$ cat src/verilog/event_timer_map.vh
// Purpose: Register offsets, field positions and timing counts for the event timer
// Assumes: 32-bit AXI4-Lite register bus, 200 MHz system clock
// Notes:   All offsets are byte addresses of aligned words
`ifndef EVENT_TIMER_MAP_VH
`define EVENT_TIMER_MAP_VH

`define ET_OFF_CTRL       4'h0
`define ET_OFF_TIME       4'h4
`define ET_OFF_STATUS     4'h8
`define ET_OFF_ELAPSED    4'hc

`define ET_MODE_W         3
`define ET_MODE_OFF       3'h0
`define ET_MODE_PULSE     3'h1
`define ET_MODE_DELAY     3'h2
`define ET_MODE_COUNT     3'h3
`define ET_MODE_MINON     3'h4

`define ET_CTRL_INPUT_BIT 3
`define ET_ST_OUT_BIT     0
`define ET_ST_TRIG_BIT    1
`define ET_ST_IN_BIT      2

`define ET_TIME_W         22
`define ET_TIME_MAX       22'h36ee7f
`define ET_SAMPLE_MS      110
`define ET_CLK_MHZ        200
`define ET_TICK_CYCLES    (`ET_SAMPLE_MS * 1000 * `ET_CLK_MHZ)

`define ET_RESP_OKAY      2'h0
`define ET_RESP_SLVERR    2'h2

`endif

$ cat src/verilog/event_timer.v
// Purpose: Four-behaviour event timer with AXI4-Lite register access
// Assumes: Inputs synchronous to CLK_SYS; times held in 110 ms sample ticks
// Notes:   Counting advances only on the 110 ms sample tick
//
// Contract
// - Four selectable timer behaviours
// - Pulse mode: rising input sets output
// - Pulse mode: output low when elapsed reaches time
// - Pulse mode: retrigger clears elapsed, extends pulse
// - Pulse mode: triggered equals output
// - Delay mode: rising input clears output, restarts
// - Delay mode: output high after time, until input low
// - Delay mode: early fall gives one-tick pulse
// - Delay mode: triggered until expired and output low
// - Countdown: nonzero time write sets output
// - Countdown: time decrements to zero, output low
// - Countdown: time may be rewritten anytime
// - Countdown: no reload after reaching zero
// - Countdown: input gates counting and output
// - Countdown: triggered from write until time reaches zero
// - Min-on: rising input sets output
// - Min-on: falling input starts elapsed count
// - Min-on: output low when elapsed equals time
// - Min-on: rising input clears elapsed to zero
// - Min-on: triggered while elapsed above zero
// - Selector encodes off plus four modes
// - Times in 110 ms ticks, max 3599999 ticks
`timescale 1ns/1ps
`include "event_timer_map.vh"

module event_timer #(
  parameter TICK_CYCLES = `ET_TICK_CYCLES
)(
  input  wire        CLK_SYS,
  input  wire        RST_B,
  input  wire        TRIG_IN,
  input  wire        S_AXI_AWVALID,
  output reg         S_AXI_AWREADY,
  input  wire [31:0] S_AXI_AWADDR,
  input  wire [2:0]  S_AXI_AWPROT,
  input  wire        S_AXI_WVALID,
  output reg         S_AXI_WREADY,
  input  wire [31:0] S_AXI_WDATA,
  input  wire [3:0]  S_AXI_WSTRB,
  output reg         S_AXI_BVALID,
  input  wire        S_AXI_BREADY,
  output reg  [1:0]  S_AXI_BRESP,
  input  wire        S_AXI_ARVALID,
  output reg         S_AXI_ARREADY,
  input  wire [31:0] S_AXI_ARADDR,
  input  wire [2:0]  S_AXI_ARPROT,
  output reg         S_AXI_RVALID,
  input  wire        S_AXI_RREADY,
  output reg  [31:0] S_AXI_RDATA,
  output reg  [1:0]  S_AXI_RRESP,
  output reg         TIMER_OUT,
  output reg         TRIGGERED,
  output reg  [21:0] ELAPSED
);

  reg  [31:0]               tick_cnt_r;
  reg                       tick_r;
  reg  [`ET_MODE_W-1:0]     mode_r;
  reg                       soft_in_r;
  reg  [`ET_TIME_W-1:0]     time_r;
  reg  [`ET_TIME_W-1:0]     time_nxt;
  reg                       in_prev_r;
  reg                       out_nxt;
  reg                       trig_nxt;
  reg  [`ET_TIME_W-1:0]     elap_nxt;
  reg                       run_r;
  reg                       run_nxt;
  reg                       aw_held_r;
  reg                       w_held_r;
  reg  [3:0]                aw_addr_r;
  reg                       aw_hi_r;
  reg  [31:0]               w_data_r;
  reg  [3:0]                w_strb_r;
  reg                       time_wr;
  reg  [`ET_TIME_W-1:0]     time_wval;
  reg  [31:0]               rd_word;
  reg                       rd_ok;

  wire in_now  = TRIG_IN | soft_in_r;
  wire rise    = in_now & ~in_prev_r;
  wire fall    = ~in_now & in_prev_r;
  wire do_wr   = aw_held_r & w_held_r & ~S_AXI_BVALID;
  // Upper address bits must be zero, or 0x10 would alias the control word
  wire wr_ok   = ~aw_hi_r &
                 ((aw_addr_r == `ET_OFF_CTRL) || (aw_addr_r == `ET_OFF_TIME));
  wire [31:0] wr_merged = {w_strb_r[3] ? w_data_r[31:24] : 8'h00,
                           w_strb_r[2] ? w_data_r[23:16] : 8'h00,
                           w_strb_r[1] ? w_data_r[15:8]  : 8'h00,
                           w_strb_r[0] ? w_data_r[7:0]   : 8'h00};

  // Sample tick from the system clock
  always @(posedge CLK_SYS or negedge RST_B)
  begin
    if (!RST_B)
    begin
      tick_cnt_r <= 32'h0;
      tick_r     <= 1'b0;
    end
    else if (tick_cnt_r == TICK_CYCLES - 1)
    begin
      tick_cnt_r <= 32'h0;
      tick_r     <= 1'b1;
    end
    else
    begin
      tick_cnt_r <= tick_cnt_r + 32'h1;
      tick_r     <= 1'b0;
    end
  end

  // Time value written this cycle, clamped to the settable maximum
  always @*
  begin
    time_wr   = do_wr && wr_ok && (aw_addr_r == `ET_OFF_TIME);
    time_wval = (wr_merged[31:0] > {10'h0, `ET_TIME_MAX}) ? `ET_TIME_MAX
                : wr_merged[`ET_TIME_W-1:0];
  end

  // Behaviour engine
  always @*
  begin
    out_nxt  = TIMER_OUT;
    trig_nxt = TRIGGERED;
    elap_nxt = ELAPSED;
    run_nxt  = run_r;
    time_nxt = time_r;
    if (time_wr)
      time_nxt = time_wval;
    case (mode_r)
      `ET_MODE_PULSE:
      begin
        if (tick_r)
        begin
          if (rise)
          begin
            out_nxt  = 1'b1;
            elap_nxt = {`ET_TIME_W{1'b0}};
          end
          else if (TIMER_OUT)
          begin
            if (ELAPSED + 22'h1 >= time_r)
            begin
              out_nxt  = 1'b0;
              elap_nxt = time_r;
            end
            else
              elap_nxt = ELAPSED + 22'h1;
          end
        end
        trig_nxt = out_nxt;
      end
      `ET_MODE_DELAY:
      begin
        if (tick_r)
        begin
          if (rise)
          begin
            out_nxt  = 1'b0;
            elap_nxt = {`ET_TIME_W{1'b0}};
            run_nxt  = 1'b1;
            trig_nxt = 1'b1;
          end
          else if (run_r)
          begin
            if (ELAPSED + 22'h1 >= time_r)
            begin
              elap_nxt = time_r;
              run_nxt  = 1'b0;
              out_nxt  = 1'b1;
            end
            else
              elap_nxt = ELAPSED + 22'h1;
          end
          // Input still high after expiry keeps the output on
          else if (TIMER_OUT && !in_now)
            out_nxt = 1'b0;
          else if (!TIMER_OUT)
            trig_nxt = 1'b0;
        end
      end
      `ET_MODE_COUNT:
      begin
        // A write wins over a tick in the same cycle; that tick is skipped
        if (time_wr)
        begin
          out_nxt  = (time_wval != 22'h0) & in_now;
          trig_nxt = (time_wval != 22'h0);
        end
        else if (tick_r)
        begin
          if (time_r == 22'h0)
          begin
            out_nxt  = 1'b0;
            trig_nxt = 1'b0;
          end
          else if (in_now)
          begin
            time_nxt = time_r - 22'h1;
            out_nxt  = (time_r != 22'h1);
            trig_nxt = (time_r != 22'h1);
          end
          else
            out_nxt = 1'b0;
        end
        elap_nxt = {`ET_TIME_W{1'b0}};
      end
      `ET_MODE_MINON:
      begin
        if (tick_r)
        begin
          if (rise)
          begin
            out_nxt  = 1'b1;
            elap_nxt = {`ET_TIME_W{1'b0}};
            run_nxt  = 1'b0;
          end
          else if (fall && TIMER_OUT)
            run_nxt = 1'b1;
          if (!rise && (run_r || (fall && TIMER_OUT)))
          begin
            if (ELAPSED + 22'h1 >= time_r)
            begin
              // Elapsed back to zero so the indicator drops with the output
              out_nxt  = 1'b0;
              elap_nxt = {`ET_TIME_W{1'b0}};
              run_nxt  = 1'b0;
            end
            else
              elap_nxt = ELAPSED + 22'h1;
          end
        end
        trig_nxt = (elap_nxt != 22'h0);
      end
      default:
      begin
        out_nxt  = 1'b0;
        trig_nxt = 1'b0;
        elap_nxt = {`ET_TIME_W{1'b0}};
        run_nxt  = 1'b0;
      end
    endcase
  end

  always @(posedge CLK_SYS or negedge RST_B)
  begin
    if (!RST_B)
    begin
      TIMER_OUT <= 1'b0;
      TRIGGERED <= 1'b0;
      ELAPSED   <= 22'h0;
      run_r     <= 1'b0;
      time_r    <= 22'h0;
      in_prev_r <= 1'b0;
    end
    else
    begin
      TIMER_OUT <= out_nxt;
      TRIGGERED <= trig_nxt;
      ELAPSED   <= elap_nxt;
      run_r     <= run_nxt;
      time_r    <= time_nxt;
      if (tick_r)
        in_prev_r <= in_now;
    end
  end

  // AXI4-Lite write path: address and data taken in either order
  always @(posedge CLK_SYS or negedge RST_B)
  begin
    if (!RST_B)
    begin
      S_AXI_AWREADY <= 1'b0;
      S_AXI_WREADY  <= 1'b0;
      S_AXI_BVALID  <= 1'b0;
      S_AXI_BRESP   <= `ET_RESP_OKAY;
      aw_held_r     <= 1'b0;
      w_held_r      <= 1'b0;
      aw_addr_r     <= 4'h0;
      aw_hi_r       <= 1'b0;
      w_data_r      <= 32'h0;
      w_strb_r      <= 4'h0;
      mode_r        <= `ET_MODE_OFF;
      soft_in_r     <= 1'b0;
    end
    else
    begin
      S_AXI_AWREADY <= ~aw_held_r & ~S_AXI_AWREADY & S_AXI_AWVALID;
      S_AXI_WREADY  <= ~w_held_r & ~S_AXI_WREADY & S_AXI_WVALID;
      if (S_AXI_AWREADY & S_AXI_AWVALID)
      begin
        aw_held_r <= 1'b1;
        aw_addr_r <= S_AXI_AWADDR[3:0];
        aw_hi_r   <= (S_AXI_AWADDR[31:4] != 28'h0);
      end
      if (S_AXI_WREADY & S_AXI_WVALID)
      begin
        w_held_r <= 1'b1;
        w_data_r <= S_AXI_WDATA;
        w_strb_r <= S_AXI_WSTRB;
      end
      if (do_wr)
      begin
        aw_held_r    <= 1'b0;
        w_held_r     <= 1'b0;
        S_AXI_BVALID <= 1'b1;
        S_AXI_BRESP  <= wr_ok ? `ET_RESP_OKAY : `ET_RESP_SLVERR;
        if (wr_ok && (aw_addr_r == `ET_OFF_CTRL))
        begin
          if (w_strb_r[0])
          begin
            // Unused selector codes fall back to off
            mode_r    <= (w_data_r[2:0] > `ET_MODE_MINON) ? `ET_MODE_OFF : w_data_r[2:0];
            soft_in_r <= w_data_r[`ET_CTRL_INPUT_BIT];
          end
        end
      end
      else if (S_AXI_BVALID & S_AXI_BREADY)
        S_AXI_BVALID <= 1'b0;
    end
  end

  // Read mux
  always @*
  begin
    rd_ok   = 1'b1;
    rd_word = 32'h0;
    case (S_AXI_ARADDR[3:0])
      `ET_OFF_CTRL:    rd_word = {28'h0, soft_in_r, mode_r};
      `ET_OFF_TIME:    rd_word = {10'h0, time_r};
      `ET_OFF_STATUS:  rd_word = {29'h0, in_now, TRIGGERED, TIMER_OUT};
      `ET_OFF_ELAPSED: rd_word = {10'h0, ELAPSED};
      default:         rd_ok   = 1'b0;
    endcase
    // Offsets above the map are refused rather than aliased
    if (S_AXI_ARADDR[31:4] != 28'h0)
    begin
      rd_ok   = 1'b0;
      rd_word = 32'h0;
    end
  end

  always @(posedge CLK_SYS or negedge RST_B)
  begin
    if (!RST_B)
    begin
      S_AXI_ARREADY <= 1'b0;
      S_AXI_RVALID  <= 1'b0;
      S_AXI_RDATA   <= 32'h0;
      S_AXI_RRESP   <= `ET_RESP_OKAY;
    end
    else
    begin
      S_AXI_ARREADY <= ~S_AXI_ARREADY & ~S_AXI_RVALID & S_AXI_ARVALID;
      if (S_AXI_ARREADY & S_AXI_ARVALID)
      begin
        S_AXI_RVALID <= 1'b1;
        S_AXI_RDATA  <= rd_word;
        S_AXI_RRESP  <= rd_ok ? `ET_RESP_OKAY : `ET_RESP_SLVERR;
      end
      else if (S_AXI_RVALID & S_AXI_RREADY)
        S_AXI_RVALID <= 1'b0;
    end
  end

endmodule

$ cat config.mk
export PLATFORM = sky130hd
export DESIGN_NAME = event_timer
export DESIGN_NICKNAME = d
export VERILOG_FILES = /design/src/verilog/event_timer.v
export VERILOG_INCLUDE_DIRS = /design/src /design/src/verilog
export SDC_FILE = /design/constraint.sdc
export NUM_CORES = 1
export LEC_CHECK = 0
export ABC_AREA = 1
export CAP_MARGIN = 20
export CORE_ASPECT_RATIO = 0.5
export CORE_MARGIN = 10
export CORE_UTILIZATION = 60
export CTS_CLUSTER_DIAMETER = 200
export DETAILED_ROUTE_END_ITERATION = 6
export DONT_BUFFER_PORTS = 1
export HOLD_SLACK_MARGIN = 0.05
export PLACE_DENSITY = 0.76
export REMOVE_ABC_BUFFERS = 1
export SLEW_MARGIN = 20
export SYNTH_ARGS = -nofsm -noshare
export SYNTH_HDL_FRONTEND = slang
export SYNTH_SLANG_ARGS = --single-unit
$ cat constraint.sdc
create_clock -name CLK_SYS -period 4.2 [get_ports CLK_SYS]
set_clock_uncertainty 0.1 [all_clocks]
set_input_delay 0 -clock CLK_SYS [delete_from_list [all_inputs] [get_ports CLK_SYS]]
set_output_delay 0 -clock CLK_SYS [all_outputs]
set_load 0.01 [all_outputs]
==> run metrics <==
run status=finished with violations; failing checks=DRC; Hold WC Path Type=in2reg; post-synth cell types=59; Leak Pwr=5.75 nW; gr ovfl total=0; share of cells above drive strength 1=9.61%; asr flop ratio synth=between 90% and 100%; cts bufs inserted=17; GRT Total Usage=around 28%; Max VDD drop=0.354 mV; Net Sw Frac=38.7%; # DRC=2; f_max=0.261 GHz; Power Density=472 mW/mm2; Placed Cells=approximately 1,500; CTS tree=built; final hold vios=0; Ys Warns=0; sequential power share=around 39%; total negative slack=0 ns; max_cap viols=0; Die Height=roughly 110 um; Worst setup EP type=register; register area=0.00393 mm2; RSZ-0062 raised after global routing=no; Crit Path Class=reg2reg; Tcrit/Tclk final=91.3%; Startpoint Class=register; die width=203 um; combinational group share of total power=between 30% and 40%; vias per cell=around 6; GP Congestion=around 1.0; Iteration-0 DRC Markers=1,023; most frequent cells in the layout=nand2_1 (340), dfrtp_1 (156), inv_1 (139); 1st-pass router iterations=7; Post-synth EDFFs=0; nets=1,574; Int Pwr=3.41 mW; CTS clock-pin slew for the worst setup and hold paths=0.08 ns; root buf cell=clkbuf_16; Setup-failing EPs final=0; commonest non-fill, non-tap cell in the layout=nand2_1; met2 wire length=15,400 um; Area Overhead vs Synth=17.5%; routed len/inst=around 19 um; Mapped Cells=1,347; Slew headroom=30.1%; antenna violations before repair=0; metal3 WL=between 2000 and 3000 um; maximum root-to-sink buffer count=2; post-DP HPWL=21,400 um; met1 WL=13,400 um; antenna fix cells=0; arrival time of the worst setup path=4.06 ns; Total Routed Length=32,200 um; Filler cells=between 1,000 and 1,500; # port buffers=0; worst-margin pin slew=1.04 ns; clk sinks=between 150 and 200; htree depth=4; Core Area=0.0164 mm2; vias post-DR=9,978; CP required=4.42 ns; Synth Cell Area=0.0100 mm2; Ports=between 150 and 200; Clock Latency Late Sink=about 0.44 ns; postcts setup bufs=0; DR top layer=met4; top_reg_cell synth=dfrtp_1; starting density of the core=61.2%; die area=0.0226 mm2; row count=33; Clk network pwr share=around 30%; Synth Register Bits=157; multi-input gate area in the final layout=0.00524 mm2; ANT nets after route=0; final cell count without fillers=1,674; Net Switching=2.15 mW; final-report max-slew violation count=0; CP max FO=10; register area share after synthesis=between 30% and 40%; first-pass GRT wire length=51,500 um; largest net degree at the start of global routing=158; vias in the first global route=9,676; final worst path period need=3.84 ns; Avg Inst Size Synth=roughly 7.5 um2
==> cells by family after synthesis <==
kind of cell | synth area share (%)
AO/OA/AOI/OAI | 14.3
XOR/XNOR | 3.05
adder cells (fa/ha/maj) | 3.24
buffers and inverters | 9.16
flip-flops | 39.1
multiplexers | 0.0997
other | 0.0374
AND/OR/NAND/NOR | 31.0
==> final cells by class <==
class	instances	share of cell area [%]
multi-input combinational	979	44.4
inverter	169	5.40
clock inverter	15	1.63
sequential	157	33.3
clock buffer	17	3.61
tap	227	2.41
timing repair buffer	110	9.27
==> critical path, cell delays in order, from the launching register on <==
cell and delay, ns:
dfrtp_1 0.64, nand3_4 0.19, nor2_4 0.14, nand2_2 0.08
nor2_4 0.14, nand2_2 0.11, xor2_1 0.20, ha_1 0.31
nand2_1 0.07, nor2_1 0.17, nand3_1 0.13, nor2_1 0.11
nand2_1 0.07, nand3_2 0.12, nor2_1 0.07, buf_4 0.18
nand3_1 0.08, nand2_1 0.10, nor2_1 0.20, nand2_1 0.08
nor2_1 0.11, nand3_1 0.08, nand2_1 0.09, nand2_1 0.06
nand2_1 0.05, nand2_1 0.04
==> per-stage QoR <==
stage | worst slack [ns] | cell area (um2) | hold WS (ns) | util (%) | total power, mW
2_1_floorplan | 0.0424 | 9800 | -0.396 | - | 3.04
3_3_place_gp | 0.524 | 10200 | -0.391 | 62.0 | 3.43
3_5_place_dp | 0.425 | 10200 | -0.390 | 62.0 | 3.49
4_1_cts | 0.346 | 11800 | 0.0731 | 72.0 | 5.46
5_1_grt | 0.0805 | 11800 | 0.102 | 72.0 | 5.87
6_report | 0.364 | 11800 | 0.0917 | 72.0 | 5.57
==> flip-flops by register name, indices dropped and copies added, names as in the netlist, 3 cells and up <==
register	flops
w_strb_r	4
w_data_r	32
time_r	22
aw_addr_r	4
ELAPSED	22
mode_r	3
S_AXI_RDATA	22
tick_cnt_r	32
==> power by group through the flow <==
stage / combinational [mW] / clock [mW] / sequential, mW
final: 1.72 / 1.66 / 2.18
after global routing: 1.92 / 1.74 / 2.22
after CTS: 1.64 / 1.66 / 2.16
after detailed placement: 1.31 / 0 / 2.18
after global placement: 1.26 / 0 / 2.17
after floorplan: 0.964 / 0 / 2.08
==> synthesized netlist by cell type, types with 17 or more instances <==
cell | instances | area [um2]
nand2_1 | 340 | 1280
dfrtp_1 | 157 | 3930
inv_1 | 140 | 526
nor2_1 | 124 | 465
o21ai_0 | 73 | 365
a21oi_1 | 64 | 320
nand3_1 | 59 | 295
xor2_1 | 31 | 272
inv_2 | 27 | 101
a31oi_1 | 26 | 163
ha_1 | 26 | 325
nor3_1 | 26 | 130
clkbuf_1 | 24 | 90.1
nand4_1 | 24 | 150
o22ai_1 | 22 | 138
nand2_2 | 21 | 131
nor4_1 | 20 | 125
a22o_1 | 19 | 166
buf_4 | 17 | 128
==> metal layers <==
| metal | up-vias | track usage [%] |
|---|---|---|
| met5 | - | 0 |
| met4 | 0 | 7.56 |
| met3 | 71 | 6.19 |
| met2 | 484 | 47.0 |
| met1 | 4779 | 35.6 |
| li1 | 4644 | - |
==> worst paths after layout <==
| path | from | endpoint | slack [ns] | depth (start not counted) |
|---|---|---|---|---|
| max | ELAPSED[2] | TRIGGERED | 0.36 | 25 |
| min | S_AXI_ARADDR[1] | S_AXI_RDATA[2] | 0.09 | 5 |
| max reg2reg | ELAPSED[2] | TRIGGERED | 0.36 | 25 |
| min reg2reg | aw_held_r | S_AXI_AWREADY | 0.38 | 1 |
| max in group asynchronous | RST_B | w_data_r[22] | 3.16 | 2 |
| min in group asynchronous | RST_B | S_AXI_RDATA[5] | 0.14 | 2 |
==> repair_timing <==
item                       CTS  global route
setup endpoints to repair    0             1
hold buffers               100             0
resized for setup            0             1
hold endpoints to repair   225             0
(Power assumes the default switching activity.)
